**src/hdl/tds_thermal_status_regs.svh**
```systemverilog
// Register offsets, field positions, reset values and timing counts for the status bank
// Function
// - Reserved bits always read as zero
// - Over 16 second-level events sets safe flag
// - Second-level overheat sets flag, enters fail-safe
// - First-level overheat flag, disable affected module only
// - Prewarning condition sets prewarning flag
// - Thermal flags stay until cleared or reset
// - Thermal reset clears all; restart keeps flags
// - Bit 9 shows CRC enable state
// - CRC error on frame sets CRC flag
// - CRC enable/disable sequence leaves CRC flag
// - Bits 7:6 encode pre-restart state
// - Bit 4 mirrors development mode, not writable
// - Watchdog failure count saturates at three
// - Invalid serial command sets SPI failure flag
// - Failure flag set and held until cleared
// - Device alone decrements or clears watchdog count
// - SPI failure flag cleared only by master
// - Device info read ignores frame CRC field
`ifndef TDS_THERMAL_STATUS_REGS_SVH
`define TDS_THERMAL_STATUS_REGS_SVH

`define TDS_ADDR_W             7
`define TDS_OFF_THERMAL        7'h41
`define TDS_OFF_DEVINFO        7'h42

`define TDS_THERM_SAFE_BIT     3
`define TDS_THERM_SECOND_LEVEL_OVERHEAT_FLAG_BIT     2
`define TDS_THERM_FIRST_LEVEL_OVERHEAT_FLAG_BIT     1
`define TDS_THERM_PREW_BIT     0

`define TDS_DEV_CRC_EN_BIT     9
`define TDS_DEV_CRC_FAIL_BIT   8
`define TDS_DEV_PRE_HI         7
`define TDS_DEV_PRE_LO         6
`define TDS_DEV_DEVMODE_BIT    4
`define TDS_DEV_WD_HI          3
`define TDS_DEV_WD_LO          2
`define TDS_DEV_SPI_FAIL_BIT   1
`define TDS_DEV_FAILURE_BIT    0

`define TDS_THERMAL_RESET      16'h0000
`define TDS_DEVINFO_RESET      16'h0000

`define TDS_PRE_CLEARED        2'h0
`define TDS_PRE_RESTART        2'h1
`define TDS_PRE_SLEEP          2'h2

`define TDS_WD_MAX             2'h3
`define TDS_OVERHEAT_SAFE_STATE_FLAG_LIMIT    5'h10

`define TDS_CLK_HZ             32'd25000000
`define TDS_LONG_WAIT_S        32'd64
`define TDS_SHORT_WAIT_MS      32'd1000
`define TDS_LONG_WAIT_CYC      (`TDS_LONG_WAIT_S * `TDS_CLK_HZ)
`define TDS_SHORT_WAIT_CYC     (`TDS_SHORT_WAIT_MS * (`TDS_CLK_HZ / 32'd1000))

`endif

```
**src/hdl/tds_pkg.sv**
```systemverilog
// Types shared by the thermal and device status bank
package tds_pkg;

  typedef enum logic [1:0] {
    TDS_WAIT_IDLE  = 2'b00,
    TDS_WAIT_SHORT = 2'b01,
    TDS_WAIT_LONG  = 2'b10
  } tds_wait_state_type;

  typedef struct packed {
    tds_wait_state_type state;
    logic [31:0]        count;
    logic               done;
  } tds_wait_type;

endpackage : tds_pkg

```
**src/hdl/tds_thermal_status.sv**
```systemverilog
// Thermal protection and device information status registers behind the serial port
`timescale 1ns/10ps
`include "tds_thermal_status_regs.svh"
module tds_thermal_status #(
  parameter int          NMOD           = 3,
  parameter logic [31:0] SHORT_WAIT_CYC = `TDS_SHORT_WAIT_CYC,
  parameter logic [31:0] LONG_WAIT_CYC  = `TDS_LONG_WAIT_CYC
) (
  input  wire logic                   clk,
  input  wire logic                   rst,
  input  wire logic                   soft_reset,
  input  wire logic                   restart,
  input  wire logic                   acc_valid,
  input  wire logic [`TDS_ADDR_W-1:0] acc_addr,
  input  wire logic                   acc_clear,
  input  wire logic                   acc_crc_bad,
  output logic      [15:0]            rd_data,
  output logic                        rd_valid,
  input  wire logic                   prewarn_evt,
  input  wire logic [NMOD-1:0]        module_overheat_evt,
  input  wire logic [NMOD-1:0]        module_reenable,
  input  wire logic                   overheat2_evt,
  input  wire logic                   overheat2_chain_break,
  input  wire logic                   crc_enabled,
  input  wire logic                   crc_error_evt,
  input  wire logic                   crc_toggle_seq,
  input  wire logic                   prior_fail_evt,
  input  wire logic                   prior_sleep_evt,
  input  wire logic                   development_mode,
  input  wire logic                   watchdog_failure_count_evt,
  input  wire logic                   wd_count_dec,
  input  wire logic                   wd_count_clr,
  input  wire logic                   spi_invalid_evt,
  input  wire logic                   failure_evt,
  output logic      [NMOD-1:0]        module_off,
  output logic                        fail_safe_req,
  output logic                        overheat2_recover,
  output logic                        overheat2_long_wait
);

  typedef struct packed {
    logic            overheat_safe_state_flag;
    logic            second_level_overheat_flag;
    logic            first_level_overheat_flag;
    logic            overheat_prewarning_flag;
    logic            crc_enabled;
    logic            crc_fail;
    logic [1:0]      prior_state;
    logic            development_mode_flag;
    logic [1:0]      watchdog_failure_count;
    logic            spi_fail;
    logic            failure;
    logic [4:0]      overheat2_run;
    logic [NMOD-1:0] module_off;
    logic            fail_safe;
    logic [15:0]     rd_data;
    logic            rd_valid;
  } tds_state_type;

  tds_state_type   st_reg;
  tds_state_type   st_next;
  logic [NMOD-1:0] module_off_next;
  logic            thermal_sel;
  logic            devinfo_sel;
  logic            acc_ok;
  logic            clr_thermal;
  logic            clr_devinfo;
  logic            wipe;
  logic            safe_set;
  logic [15:0]     thermal_view;
  logic [15:0]     devinfo_view;

  assign thermal_sel = (acc_addr == `TDS_OFF_THERMAL);
  assign devinfo_sel = (acc_addr == `TDS_OFF_DEVINFO);

  // CRC field ignored on device info accesses only
  // A frame with a bad CRC is refused, except a device info read, which is always answered
  assign acc_ok = acc_valid & (~acc_crc_bad | devinfo_sel);

  assign clr_thermal = acc_ok & acc_clear & thermal_sel;
  assign clr_devinfo = acc_ok & acc_clear & devinfo_sel;

  // Soft reset wipes the bank like power-on; restart is handled field by field
  assign wipe = soft_reset;

  assign safe_set = overheat2_evt & (st_reg.overheat2_run >= `TDS_OVERHEAT_SAFE_STATE_FLAG_LIMIT);

  always_comb begin
    thermal_view = 16'h0000;
    thermal_view[`TDS_THERM_SAFE_BIT] = st_reg.overheat_safe_state_flag;
    thermal_view[`TDS_THERM_SECOND_LEVEL_OVERHEAT_FLAG_BIT] = st_reg.second_level_overheat_flag;
    thermal_view[`TDS_THERM_FIRST_LEVEL_OVERHEAT_FLAG_BIT] = st_reg.first_level_overheat_flag;
    thermal_view[`TDS_THERM_PREW_BIT] = st_reg.overheat_prewarning_flag;
  end

  always_comb begin
    devinfo_view = 16'h0000;
    devinfo_view[`TDS_DEV_CRC_EN_BIT] = st_reg.crc_enabled;
    devinfo_view[`TDS_DEV_CRC_FAIL_BIT] = st_reg.crc_fail;
    devinfo_view[`TDS_DEV_PRE_HI:`TDS_DEV_PRE_LO] = st_reg.prior_state;
    devinfo_view[`TDS_DEV_DEVMODE_BIT] = st_reg.development_mode_flag;
    devinfo_view[`TDS_DEV_WD_HI:`TDS_DEV_WD_LO] = st_reg.watchdog_failure_count;
    devinfo_view[`TDS_DEV_SPI_FAIL_BIT] = st_reg.spi_fail;
    devinfo_view[`TDS_DEV_FAILURE_BIT] = st_reg.failure;
  end

  // Each module is shut down on its own overheat event and nothing else
  genvar gi;
  generate
    for (gi = 0; gi < NMOD; gi = gi + 1) begin : g_module
      assign module_off_next[gi] = module_overheat_evt[gi] |
                                   (st_reg.module_off[gi] & ~module_reenable[gi]);
    end
  endgenerate

  always_comb begin
    st_next = st_reg;

    // Read answer carries the value before any clear of this same access
    st_next.rd_valid = acc_ok;
    if (acc_ok && thermal_sel) begin
      st_next.rd_data = thermal_view;
    end else if (acc_ok && devinfo_sel) begin
      st_next.rd_data = devinfo_view;
    end else begin
      st_next.rd_data = 16'h0000;
    end

    // Thermal flags: clear first, then events, so a same-cycle event wins
    // sticky flags
    if (clr_thermal) begin
      st_next.overheat_safe_state_flag   = 1'b0;
      st_next.second_level_overheat_flag = 1'b0;
      st_next.first_level_overheat_flag  = 1'b0;
      st_next.overheat_prewarning_flag   = 1'b0;
    end
    if (prewarn_evt) begin
      st_next.overheat_prewarning_flag = 1'b1;
    end
    if (|module_overheat_evt) begin
      st_next.first_level_overheat_flag = 1'b1;
    end
    if (overheat2_evt) begin
      st_next.second_level_overheat_flag = 1'b1;
      st_next.fail_safe                  = 1'b1;
    end else if (overheat2_recover) begin
      st_next.fail_safe = 1'b0;
    end
    if (safe_set) begin
      st_next.overheat_safe_state_flag = 1'b1;
    end

    // Consecutive run counter saturates so it can never wrap back below the limit
    if (overheat2_chain_break) begin
      st_next.overheat2_run = 5'h00;
    end else if (overheat2_evt && st_reg.overheat2_run != 5'h1f) begin
      st_next.overheat2_run = st_reg.overheat2_run + 5'h01;
    end

    st_next.module_off = module_off_next;

    st_next.development_mode_flag = development_mode;
    st_next.crc_enabled           = crc_enabled;

    // Device info flags of read-and-clear type
    if (clr_devinfo) begin
      st_next.crc_fail = 1'b0;
      st_next.prior_state = `TDS_PRE_CLEARED;
      st_next.spi_fail = 1'b0;
      st_next.failure  = 1'b0;
    end
    if (crc_error_evt && !crc_toggle_seq) begin
      st_next.crc_fail = 1'b1;
    end
    if (prior_fail_evt) begin
      st_next.prior_state = `TDS_PRE_RESTART;
    end else if (prior_sleep_evt) begin
      st_next.prior_state = `TDS_PRE_SLEEP;
    end
    if (spi_invalid_evt) begin
      st_next.spi_fail = 1'b1;
    end
    if (failure_evt) begin
      st_next.failure = 1'b1;
    end

    // Watchdog count is read-only to the master and ignores the clear access
    // device clears count
    if (wd_count_clr) begin
      st_next.watchdog_failure_count = 2'h0;
    end else if (watchdog_failure_count_evt && !wd_count_dec) begin
      if (st_reg.watchdog_failure_count != `TDS_WD_MAX) begin
        st_next.watchdog_failure_count = st_reg.watchdog_failure_count + 2'h1;
      end
    end else if (wd_count_dec && !watchdog_failure_count_evt) begin
      if (st_reg.watchdog_failure_count != 2'h0) begin
        st_next.watchdog_failure_count = st_reg.watchdog_failure_count - 2'h1;
      end
    end

    // device info reset types
    // Restart keeps every stored flag; only the module shutdowns in module_off drop, so every module comes back on
    if (wipe) begin
      st_next.overheat_safe_state_flag   = 1'b0;
      st_next.second_level_overheat_flag = 1'b0;
      st_next.first_level_overheat_flag  = 1'b0;
      st_next.overheat_prewarning_flag   = 1'b0;
      st_next.crc_fail                   = 1'b0;
      st_next.prior_state                = `TDS_PRE_CLEARED;
      st_next.watchdog_failure_count     = 2'h0;
      st_next.spi_fail                   = 1'b0;
      st_next.failure                    = 1'b0;
      st_next.overheat2_run              = 5'h00;
      st_next.module_off                 = '0;
      st_next.fail_safe                  = 1'b0;
    end else if (restart) begin
      st_next.module_off = '0;
    end
  end

  always_ff @(posedge clk) begin
    if (rst) begin
      st_reg <= '0;
    end else begin
      st_reg <= st_next;
    end
  end

  // Long wait picks up the safe decision of this very event, not the stale flag
  tds_recovery_timer #(
    .SHORT_WAIT_CYC (SHORT_WAIT_CYC),
    .LONG_WAIT_CYC  (LONG_WAIT_CYC)
  ) u_timer (
    .clk      (clk),
    .rst      (rst | soft_reset),
    .start    (overheat2_evt),
    .long_sel (safe_set | st_reg.overheat_safe_state_flag),
    .done     (overheat2_recover)
  );

  assign rd_data             = st_reg.rd_data;
  assign rd_valid            = st_reg.rd_valid;
  assign module_off          = st_reg.module_off;
  assign fail_safe_req       = st_reg.fail_safe;
  assign overheat2_long_wait = st_reg.overheat_safe_state_flag;

endmodule : tds_thermal_status

```
**src/hdl/tds_recovery_timer.sv**
```systemverilog
// Wait timer before a second-level overheat recovery attempt
`timescale 1ns/10ps
`include "tds_thermal_status_regs.svh"
module tds_recovery_timer #(
  parameter logic [31:0] SHORT_WAIT_CYC = `TDS_SHORT_WAIT_CYC,
  parameter logic [31:0] LONG_WAIT_CYC  = `TDS_LONG_WAIT_CYC
) (
  input  wire logic clk,
  input  wire logic rst,
  input  wire logic start,
  input  wire logic long_sel,
  output logic      done
);

  tds_pkg::tds_wait_type wait_reg;
  tds_pkg::tds_wait_type wait_next;

  always_comb begin
    wait_next      = wait_reg;
    wait_next.done = 1'b0;
    // A fresh event restarts the wait from its full length
    if (start) begin
      if (long_sel) begin
        wait_next.state = tds_pkg::TDS_WAIT_LONG;
        wait_next.count = LONG_WAIT_CYC - 32'd1;
      end else begin
        wait_next.state = tds_pkg::TDS_WAIT_SHORT;
        wait_next.count = SHORT_WAIT_CYC - 32'd1;
      end
    end else begin
      case (wait_reg.state)
        tds_pkg::TDS_WAIT_IDLE: begin
          wait_next.count = 32'h0;
        end
        tds_pkg::TDS_WAIT_SHORT,
        tds_pkg::TDS_WAIT_LONG: begin
          if (wait_reg.count == 32'h0) begin
            wait_next.state = tds_pkg::TDS_WAIT_IDLE;
            wait_next.done  = 1'b1;
          end else begin
            wait_next.count = wait_reg.count - 32'd1;
          end
        end
        default: begin
          wait_next.state = tds_pkg::TDS_WAIT_IDLE;
        end
      endcase
    end
  end

  always_ff @(posedge clk) begin
    if (rst) begin
      wait_reg <= '{state: tds_pkg::TDS_WAIT_IDLE, count: 32'h0, done: 1'b0};
    end else begin
      wait_reg <= wait_next;
    end
  end

  assign done = wait_reg.done;

endmodule : tds_recovery_timer

```
**config.mk**
```make
export PLATFORM = sky130hd
export DESIGN_NAME = tds_thermal_status
export DESIGN_NICKNAME = d
export VERILOG_FILES = /design/src/hdl/tds_pkg.sv /design/src/hdl/tds_thermal_status.sv /design/src/hdl/tds_recovery_timer.sv
export VERILOG_INCLUDE_DIRS = /design/src /design/src/hdl
export SDC_FILE = /design/constraint.sdc
export NUM_CORES = 1
export LEC_CHECK = 0
export BUFFER_PORTS_ARGS = -buffer_cell sky130_fd_sc_hd__buf_2
export CAP_MARGIN = 0
export CORE_ASPECT_RATIO = 1.75
export CORE_MARGIN = 3
export CORE_UTILIZATION = 45
export DETAILED_ROUTE_END_ITERATION = 8
export PLACE_DENSITY = 0.66
export SETUP_SLACK_MARGIN = 0.05
export SLEW_MARGIN = 15
export SYNTH_ARGS = -nofsm -noshare
export SYNTH_HDL_FRONTEND = slang
export SYNTH_SLANG_ARGS = --single-unit
export TNS_END_PERCENT = 20
```
**constraint.sdc**
```tcl
create_clock -name clk -period 6.7 [get_ports clk]
set_input_delay 2.01 -clock clk [delete_from_list [all_inputs] [get_ports clk]]
set_output_delay 2.01 -clock clk [all_outputs]
set_load 0.03 [all_outputs]
```
==> results of run 1 <==
-- power groups by stage --
stage | registers [W] | clock network [W] | logic, W
final | 0.000418 | 0.000534 | 0.000141
after global placement | 0.000425 | 0 | 0.000136
after global routing | 0.000419 | 0.000563 | 0.000153
after CTS | 0.000418 | 0.000544 | 0.000138
after floorplan | 0.000425 | 0 | 0.000102
after detailed placement | 0.000426 | 0 | 0.000137
-- kinds of logic after synthesis --
logic type	count (synthesis)
compound gates	116
buf+inv	57
flops	67
fa+ha+maj	5
other cells	1
mux	7
simple gates	173
xor+xnor	3
-- synthesized netlist by cell type (all sizes together), types with 3 or more instances --
| cell type | number |
|---|---|
| nand2 | 21 |
| mux2i | 7 |
| clkbuf | 20 |
| dfxtp | 67 |
| o31ai | 5 |
| ha | 5 |
| nand2b | 8 |
| or3 | 9 |
| nor3 | 20 |
| a32o | 10 |
| o211ai | 5 |
| a31oi | 17 |
| buf | 23 |
| nor4 | 15 |
| a22o | 4 |
| nor2 | 43 |
| a21oi | 20 |
| nand4 | 14 |
| a211oi | 7 |
| and3 | 3 |
| inv | 14 |
| o22ai | 4 |
| nand3 | 9 |
| a221oi | 3 |
| o21ai | 23 |
| and2 | 6 |
| or4 | 5 |
| nor2b | 9 |
-- how the worst min path moves through the flow --
stage | slack, ns | end | depth (start not counted) | from
5_1_grt | 0.45 | rd_data[9] | 1 | devinfo_view[9]
3_3_place_gp | 0.41 | rd_data[9] | 1 | devinfo_view[9]
3_5_place_dp | 0.42 | rd_data[9] | 1 | devinfo_view[9]
4_1_cts | 0.43 | rd_data[9] | 1 | devinfo_view[9]
6_report | 0.42 | rd_data[9] | 1 | devinfo_view[9]
2_1_floorplan | 0.41 | rd_data[4] | 1 | devinfo_view[4]
-- cells in the final DEF, fill, tap and decap left out, types with 5 or more instances in the layout --
master | Yosys | layout
or4_1 | 5 | 5
nor4_1 | 10 | 10
nand2b_1 | 8 | 8
nor3_1 | 20 | 20
ha_1 | 5 | 5
dfxtp_1 | 67 | 67
a211oi_1 | 7 | 7
mux2i_1 | 7 | 7
buf_2 | 3 | 49
or3_1 | 9 | 9
o31ai_1 | 5 | 5
nor2_1 | 43 | 43
nand2_1 | 21 | 21
o21ai_0 | 23 | 22
a32o_1 | 10 | 10
clkbuf_16 | 0 | 9
nand4_1 | 14 | 14
inv_1 | 14 | 14
and2_1 | 6 | 6
a31oi_1 | 17 | 17
nor2b_1 | 9 | 9
nand3_1 | 9 | 9
a21oi_1 | 20 | 20
o211ai_1 | 5 | 5
conb_1 | 1 | 7
-- through the flow --
step,utilization (%),std cells,total power [W],hold WS (ns)
CTS,53.3,549,0.00110,0.428
finish,53.3,549,0.00109,0.425
global placement,48.9,533,0.000562,0.408
floorplan,-,435,0.000527,0.406
global route,53.3,549,0.00113,0.454
detailed placement,48.9,533,0.000563,0.416
-- routing by layer --
metal	vias up	GRT usage (%)	wire length [µm]
met5	-	0	0
met4	0	18.7	548
met3	44	4.36	741
met2	170	38.8	5080
met1	1653	23.0	3660
li1	1644	-	-
-- critical path: stages --
cell	delay, ns
buf_2	0.22
nor2b_1	0.51
nand3_1	0.25
or4_1	0.48
a221o_1	0.33
a21oi_1	0.14
-- cell type report --
class	instances	area (µm²)	area share, %
Sequential cell	67	1340	33.1
Multi-Input combinational cell	311	1940	47.9
Tap cell	88	110	2.71
Clock buffer	12	236	5.83
Inverter	14	52.6	1.30
Clock inverter	4	98.8	2.44
Timing Repair Buffer	53	275	6.78
==> qor.yml, run 1 <==
overflow: 0
final_antenna_net_count: 0
worst_slew_pin_slew_ns: 1.16
max_reg_flops: 34
synthCells: 429
timing.slew.headroom_pct: 22.1
cts_repair_resize_count: 0
maxCapViolCount: 0
timing.critical_path.required_ns: 6.96
cts.reportedPaths.clkPinSlew_ns: 0.05
power.static_leakage_nw: 1.64
syn_area_um2: 3560
max_clk_rate_mhz: 271
worst_setup_path_endpoint: "u_timer.wait_reg[10]"
switchingPower_w: 0.000273
timing.setup.tns_ns: 0
post-route-cell-area_um2: 4060
later_pin_clock_latency_in_the_skew_report_ns: 0.33
postSynth.asyncResetShare_pct: 0
average_detailed_routed_wire_length_per_instance_um: 18.3
outcome: "completed"
chipHeight_um: 124
cts.hold.buffers_added: 0
number_of_levels_the_h_tree_was_split_into: 3
start_util_pct: 46.7
final_period_minus_worst_setup_slack_ns: 3.69
wirelength_um: 10000
min-delay-path-class: "reg -> reg"
synth.distinct_cells: 56
place_congestion: 0.954
area_share_of_xor_xnor_cells_in_the_synthesized_design_pct: 0.738
first_global_vias: 3388
pre_cts_ws_ns: 2.68
die_area_um2: 9050
maxSlewViolCount: 0
tritoncts_clock_tree: "yes"
num-fill-cells: 714
post-cts-setup-buffers: 0
portBuffers: 49
reg2reg_slack_ns: 3.39
clock_power_share_pct: 48.8
power.combinational.fraction_pct: 12.9
synth_enable_flop_cells: 0
cts_inserted_buffers: 9
cell_internal_power_w: 0.000820
drc: 0
viasPerCell: 6.40
synthToLayoutAreaGrowth_pct: 14.0
synth_seq_area_share_pct: 37.7
core_region_area_um2: 7620
worstPathArrival_ns: 3.95
synth.mux.area_fraction_pct: 1.97
detailedRoute.firstPassIterationCount: 5
synthDominantCellAreaShare_pct: 37.7
synth_top_family_by_area: "simple AND/OR/NAND/NOR gates"
synth_simple_gate_area_share_pct: 27.1
setup_ws_ns: 3.01
ys.warnings.count: 0
cts_buffer_depth: 2
powerDensity_nw_per_um2: 269
share_seq_of_total_power_pct: 38.2
n_diodes: 0
pin_count_of_the_biggest_net_entering_global_routing: 36
worstRegToRegCells: 7
path_class: "in -> reg"
grtUsageTotal_pct: 22.6
grt_pass1_wl_um: 15900
synth_compound_gate_area_share_pct: 22.3
setup_crit_start: "overheat2_evt"
netlist.top_cell.by_area: "dfxtp_1"
die_w_um: 73.2
dr_total_vias: 3511
dp_hpwl_um: 7020
worstReg2RegEnd: "u_timer.wait_reg[4]"
nets: 495
ioPinCount: 57
synth_area_per_cell_um2: 8.29
crit_path_max_fanout: 18
final_critical_path_share_of_the_clock_period_pct: 55.1
end_kind: "flop"
power_switching_share_pct: 25.0
ys_ff_latch: 67
worstSetupStartpointType: "input port"
critical_path.reg2reg.startpoint: "u_timer.wait_reg[34]"
layout-drive-gt1-share_pct: 16.3
synth_fa_ha_area_share_pct: 1.76
ir_drop_uv: 129
largest_cells_by_area_after_synthesis: "dfxtp_1 38%, nor2_1 4.5%, buf_4 4.0%"
cts.sinks: 67
rsz_0062_raised_after_global_routing: "no"
first_iter_violations: 234
hold_viol_final: 0
most_used_dff_post_synth: "dfxtp_1"
clock-root-buffer: "clkbuf_16"
fp-row-count: 42
finalSetupViolations: 0
finClkSkew_ns: 0.00406
dpl_cell_area_um2: 3720
antenna_found_initial: 0
Power figures use the tool's default switching activity.
==> run 2, diff against run 1 <==
--- a/config.mk
+++ b/config.mk
@@ -6,13 +6,14 @@
 export SDC_FILE = /design/constraint.sdc
 export NUM_CORES = 1
 export LEC_CHECK = 0
+export ABC_AREA = 1
 export BUFFER_PORTS_ARGS = -buffer_cell sky130_fd_sc_hd__buf_2
 export CAP_MARGIN = 0
 export CORE_ASPECT_RATIO = 1.75
 export CORE_MARGIN = 3
 export CORE_UTILIZATION = 45
 export DETAILED_ROUTE_END_ITERATION = 8
-export PLACE_DENSITY = 0.66
+export PLACE_DENSITY = 0.65
 export SETUP_SLACK_MARGIN = 0.05
 export SLEW_MARGIN = 15
 export SYNTH_ARGS = -nofsm -noshare
==> constraint.sdc (replaced) <==
create_clock -name clk -period 3.5 [get_ports clk]
set_input_delay 1.05 -clock clk [delete_from_list [all_inputs] [get_ports clk]]
set_output_delay 1.05 -clock clk [all_outputs]
set_load 0.03 [all_outputs]
==> qor.yml, run 2 <==
number_of_levels_the_h_tree_was_split_into: 3
powerDensity_nw_per_um2: 492
maxCapViolCount: 0
worst_slew_pin_slew_ns: 0.664
layout.cells.most_common_list: "151 x nand2_1, 94 x nor2_1, 77 x inv_1"
dp_hpwl_um: 7530
netlist.top_cell.by_area: "dfxtp_1"
crit_path_max_fanout: 29
pin_count_of_the_biggest_net_entering_global_routing: 30
antenna_found_initial: 0
start_util_pct: 46.9
drc: 0
ioPinCount: 57
outcome: "completed"
synth.distinct_cells: 33
worstHoldPathCells: 2
worstPathArrival_ns: 2.49
synth_area_per_cell_um2: 6.40
worstRegToRegCells: 9
later_pin_clock_latency_in_the_skew_report_ns: 0.33
place_congestion: 0.996
timing.critical_path.required_ns: 3.71
layout-drive-gt1-share_pct: 14.1
synth_seq_area_share_pct: 35.4
synth_most_common_cell: "nand2_1"
die_area_um2: 9590
timing.slew.headroom_pct: 55.4
fp-row-count: 43
cts_repair_resize_count: 0
post-cts-setup-buffers: 0
commonest_non_fill_non_tap_cell_in_the_layout: "nand2_1"
hold_viol_final: 0
synth.mux.area_fraction_pct: 0
rsz_0062_raised_after_global_routing: "no"
finalSetupViolations: 0
cts.hold.buffers_added: 0
dr_total_vias: 3710
placedCellCount: 707
synthToLayoutAreaGrowth_pct: 13.2
multiInputGateArea_um2: 1950
grtUsageTotal_pct: 21.5
tritoncts_clock_tree: "yes"
core_region_area_um2: 8070
cts.reportedPaths.clkPinSlew_ns: 0.06
holdCritStartpoint: "devinfo_view[9]"
critical_path.reg2reg.startpoint: "u_timer.wait_reg[33]"
largest_cells_by_area_after_synthesis: "dfxtp_1 35%, nand2_1 15%, nor2_1 9.3%"
wirelength_um: 9670
ys_ff_latch: 67
overflow: 0
ys.warnings.count: 0
finClkSkew_ns: 0.00617
synth_simple_gate_area_share_pct: 38.2
cts_buffer_depth: 2
setup_ws_ns: 1.22
cts.sinks: 67
worstSetupStartpointType: "flop"
stdcell_count: 723
final_period_minus_worst_setup_slack_ns: 2.28
synthDominantCellAreaShare_pct: 35.4
chipHeight_um: 127
max_clk_rate_mhz: 439
synth_compound_gate_area_share_pct: 10.7
detailedRoute.firstPassIterationCount: 4
end_kind: "flop"
ir_drop_uv: 259
die_w_um: 75.3
final_critical_path_share_of_the_clock_period_pct: 65.1
synth_top_family_by_area: "simple AND/OR/NAND/NOR gates"
first_global_vias: 3573
cts_inserted_buffers: 9
synthTopCellsByCount: "151 x nand2_1, 94 x nor2_1, 77 x inv_1, 67 x dfxtp_1, 53 x a21oi_1"
hold_end: "rd_data[9]"
synthCells: 591
area_share_of_xor_xnor_cells_in_the_synthesized_design_pct: 0.231
worstReg2RegEnd: "u_timer.wait_reg[17]"
viasPerCell: 5.13
portBuffers: 49
fin_worst_hold_slack_ns: 0.411
most_used_dff_post_synth: "dfxtp_1"
n_diodes: 0
nets: 667
path_class: "reg -> reg"
final_antenna_net_count: 0
postSynth.asyncResetShare_pct: 0
reg2reg_slack_ns: 1.22
clock-root-buffer: "clkbuf_16"
synth_enable_flop_cells: 0
grt_pass1_wl_um: 15700
syn_area_um2: 3780
average_detailed_routed_wire_length_per_instance_um: 13.4
max_reg_flops: 34
maxSlewViolCount: 0
synth_fa_ha_area_share_pct: 1.65
min-delay-path-class: "reg -> reg"
first_iter_violations: 185
total_power_w: 0.00211
timing.setup.tns_ns: 0
pre_cts_ws_ns: 1.03
ff_latch_area_um2: 1340
power.static_leakage_nw: 1.98
num-fill-cells: 844
## run 2: cell types whose count changed after synthesis, moves of 17 or more
cell | before | now
nand2_1 | 21 | 151
inv_1 | 14 | 77
a21oi_1 | 20 | 53
nor2_1 | 43 | 94
clkbuf_1 | 20 | 3
a31oi_1 | 17 | 0
nand3_1 | 9 | 41
## run 2: worst max-delay path by stage
| stage | startpoint | endpoint | cells past startpoint |
|---|---|---|---|
| after detailed placement | overheat2_evt | u_timer.wait_reg[17] | 7 |
| final | u_timer.wait_reg[33] | u_timer.wait_reg[17] | 9 |
| after global routing | u_timer.wait_reg[34] | u_timer.wait_reg[17] | 9 |
| after floorplan | rst | devinfo_view[2] | 5 |
| after CTS | u_timer.wait_reg[33] | u_timer.wait_reg[17] | 9 |
| after global placement | overheat2_evt | u_timer.wait_reg[14] | 7 |
## run 2: report_power, final
part,leakage (nW),total [W],internal (W),switching (W)
sequential,0.545,0.000802,0.000785,0.0000174
clock,0.156,0.000984,0.000646,0.000338
combinational,1.28,0.000322,0.0000978,0.000224
total,1.98,0.00211,0.00153,0.000579
## run 2: cell type report
| type | count | share of cell area (%) |
|---|---|---|
| Inverter | 80 | 7.01 |
| Tap cell | 90 | 2.63 |
| Clock inverter | 5 | 1.99 |
| Clock buffer | 11 | 5.67 |
| Timing Repair Buffer | 50 | 5.90 |
| Multi-Input combinational cell | 420 | 45.5 |
| Sequential cell | 67 | 31.3 |
## run 2: logic make-up (layout without fill, tap and decap cells)
family | after synthesis | in the layout
buffers and inverters | 110 | 146
other | 1 | 7
DFF | 67 | 67
adders and majority gates | 5 | 5
and+or+nand+nor | 330 | 330
xor gates and xnor gates | 1 | 1
AOI/OAI and AO/OA | 77 | 77
## run 2: critical path: stages (launching register included)
cell	delay, ns
dfxtp_1	0.33
inv_1	0.05
ha_1	0.42
inv_1	0.23
nor2_4	0.37
nand2_4	0.17
nand2_4	0.30
inv_1	0.13
nand2_1	0.10
a21oi_2	0.05
## run 2: per-layer routing
layer / track usage [%] / vias up / wire length (µm)
met5: 0 / - / 0
met4: 15.6 / 0 / 595
met3: 2.83 / 40 / 444
met2: 39.0 / 112 / 5260
met1: 20.8 / 1636 / 3380
li1: - / 1922 / -
## run 2: stage by stage
stage                     utilization (%)  area (µm²)
after floorplan                         -        3810
after global placement               49.0        3960
after detailed placement             49.0        3960
after CTS                            53.1        4280
after global routing                 53.1        4280
final                                53.1        4280
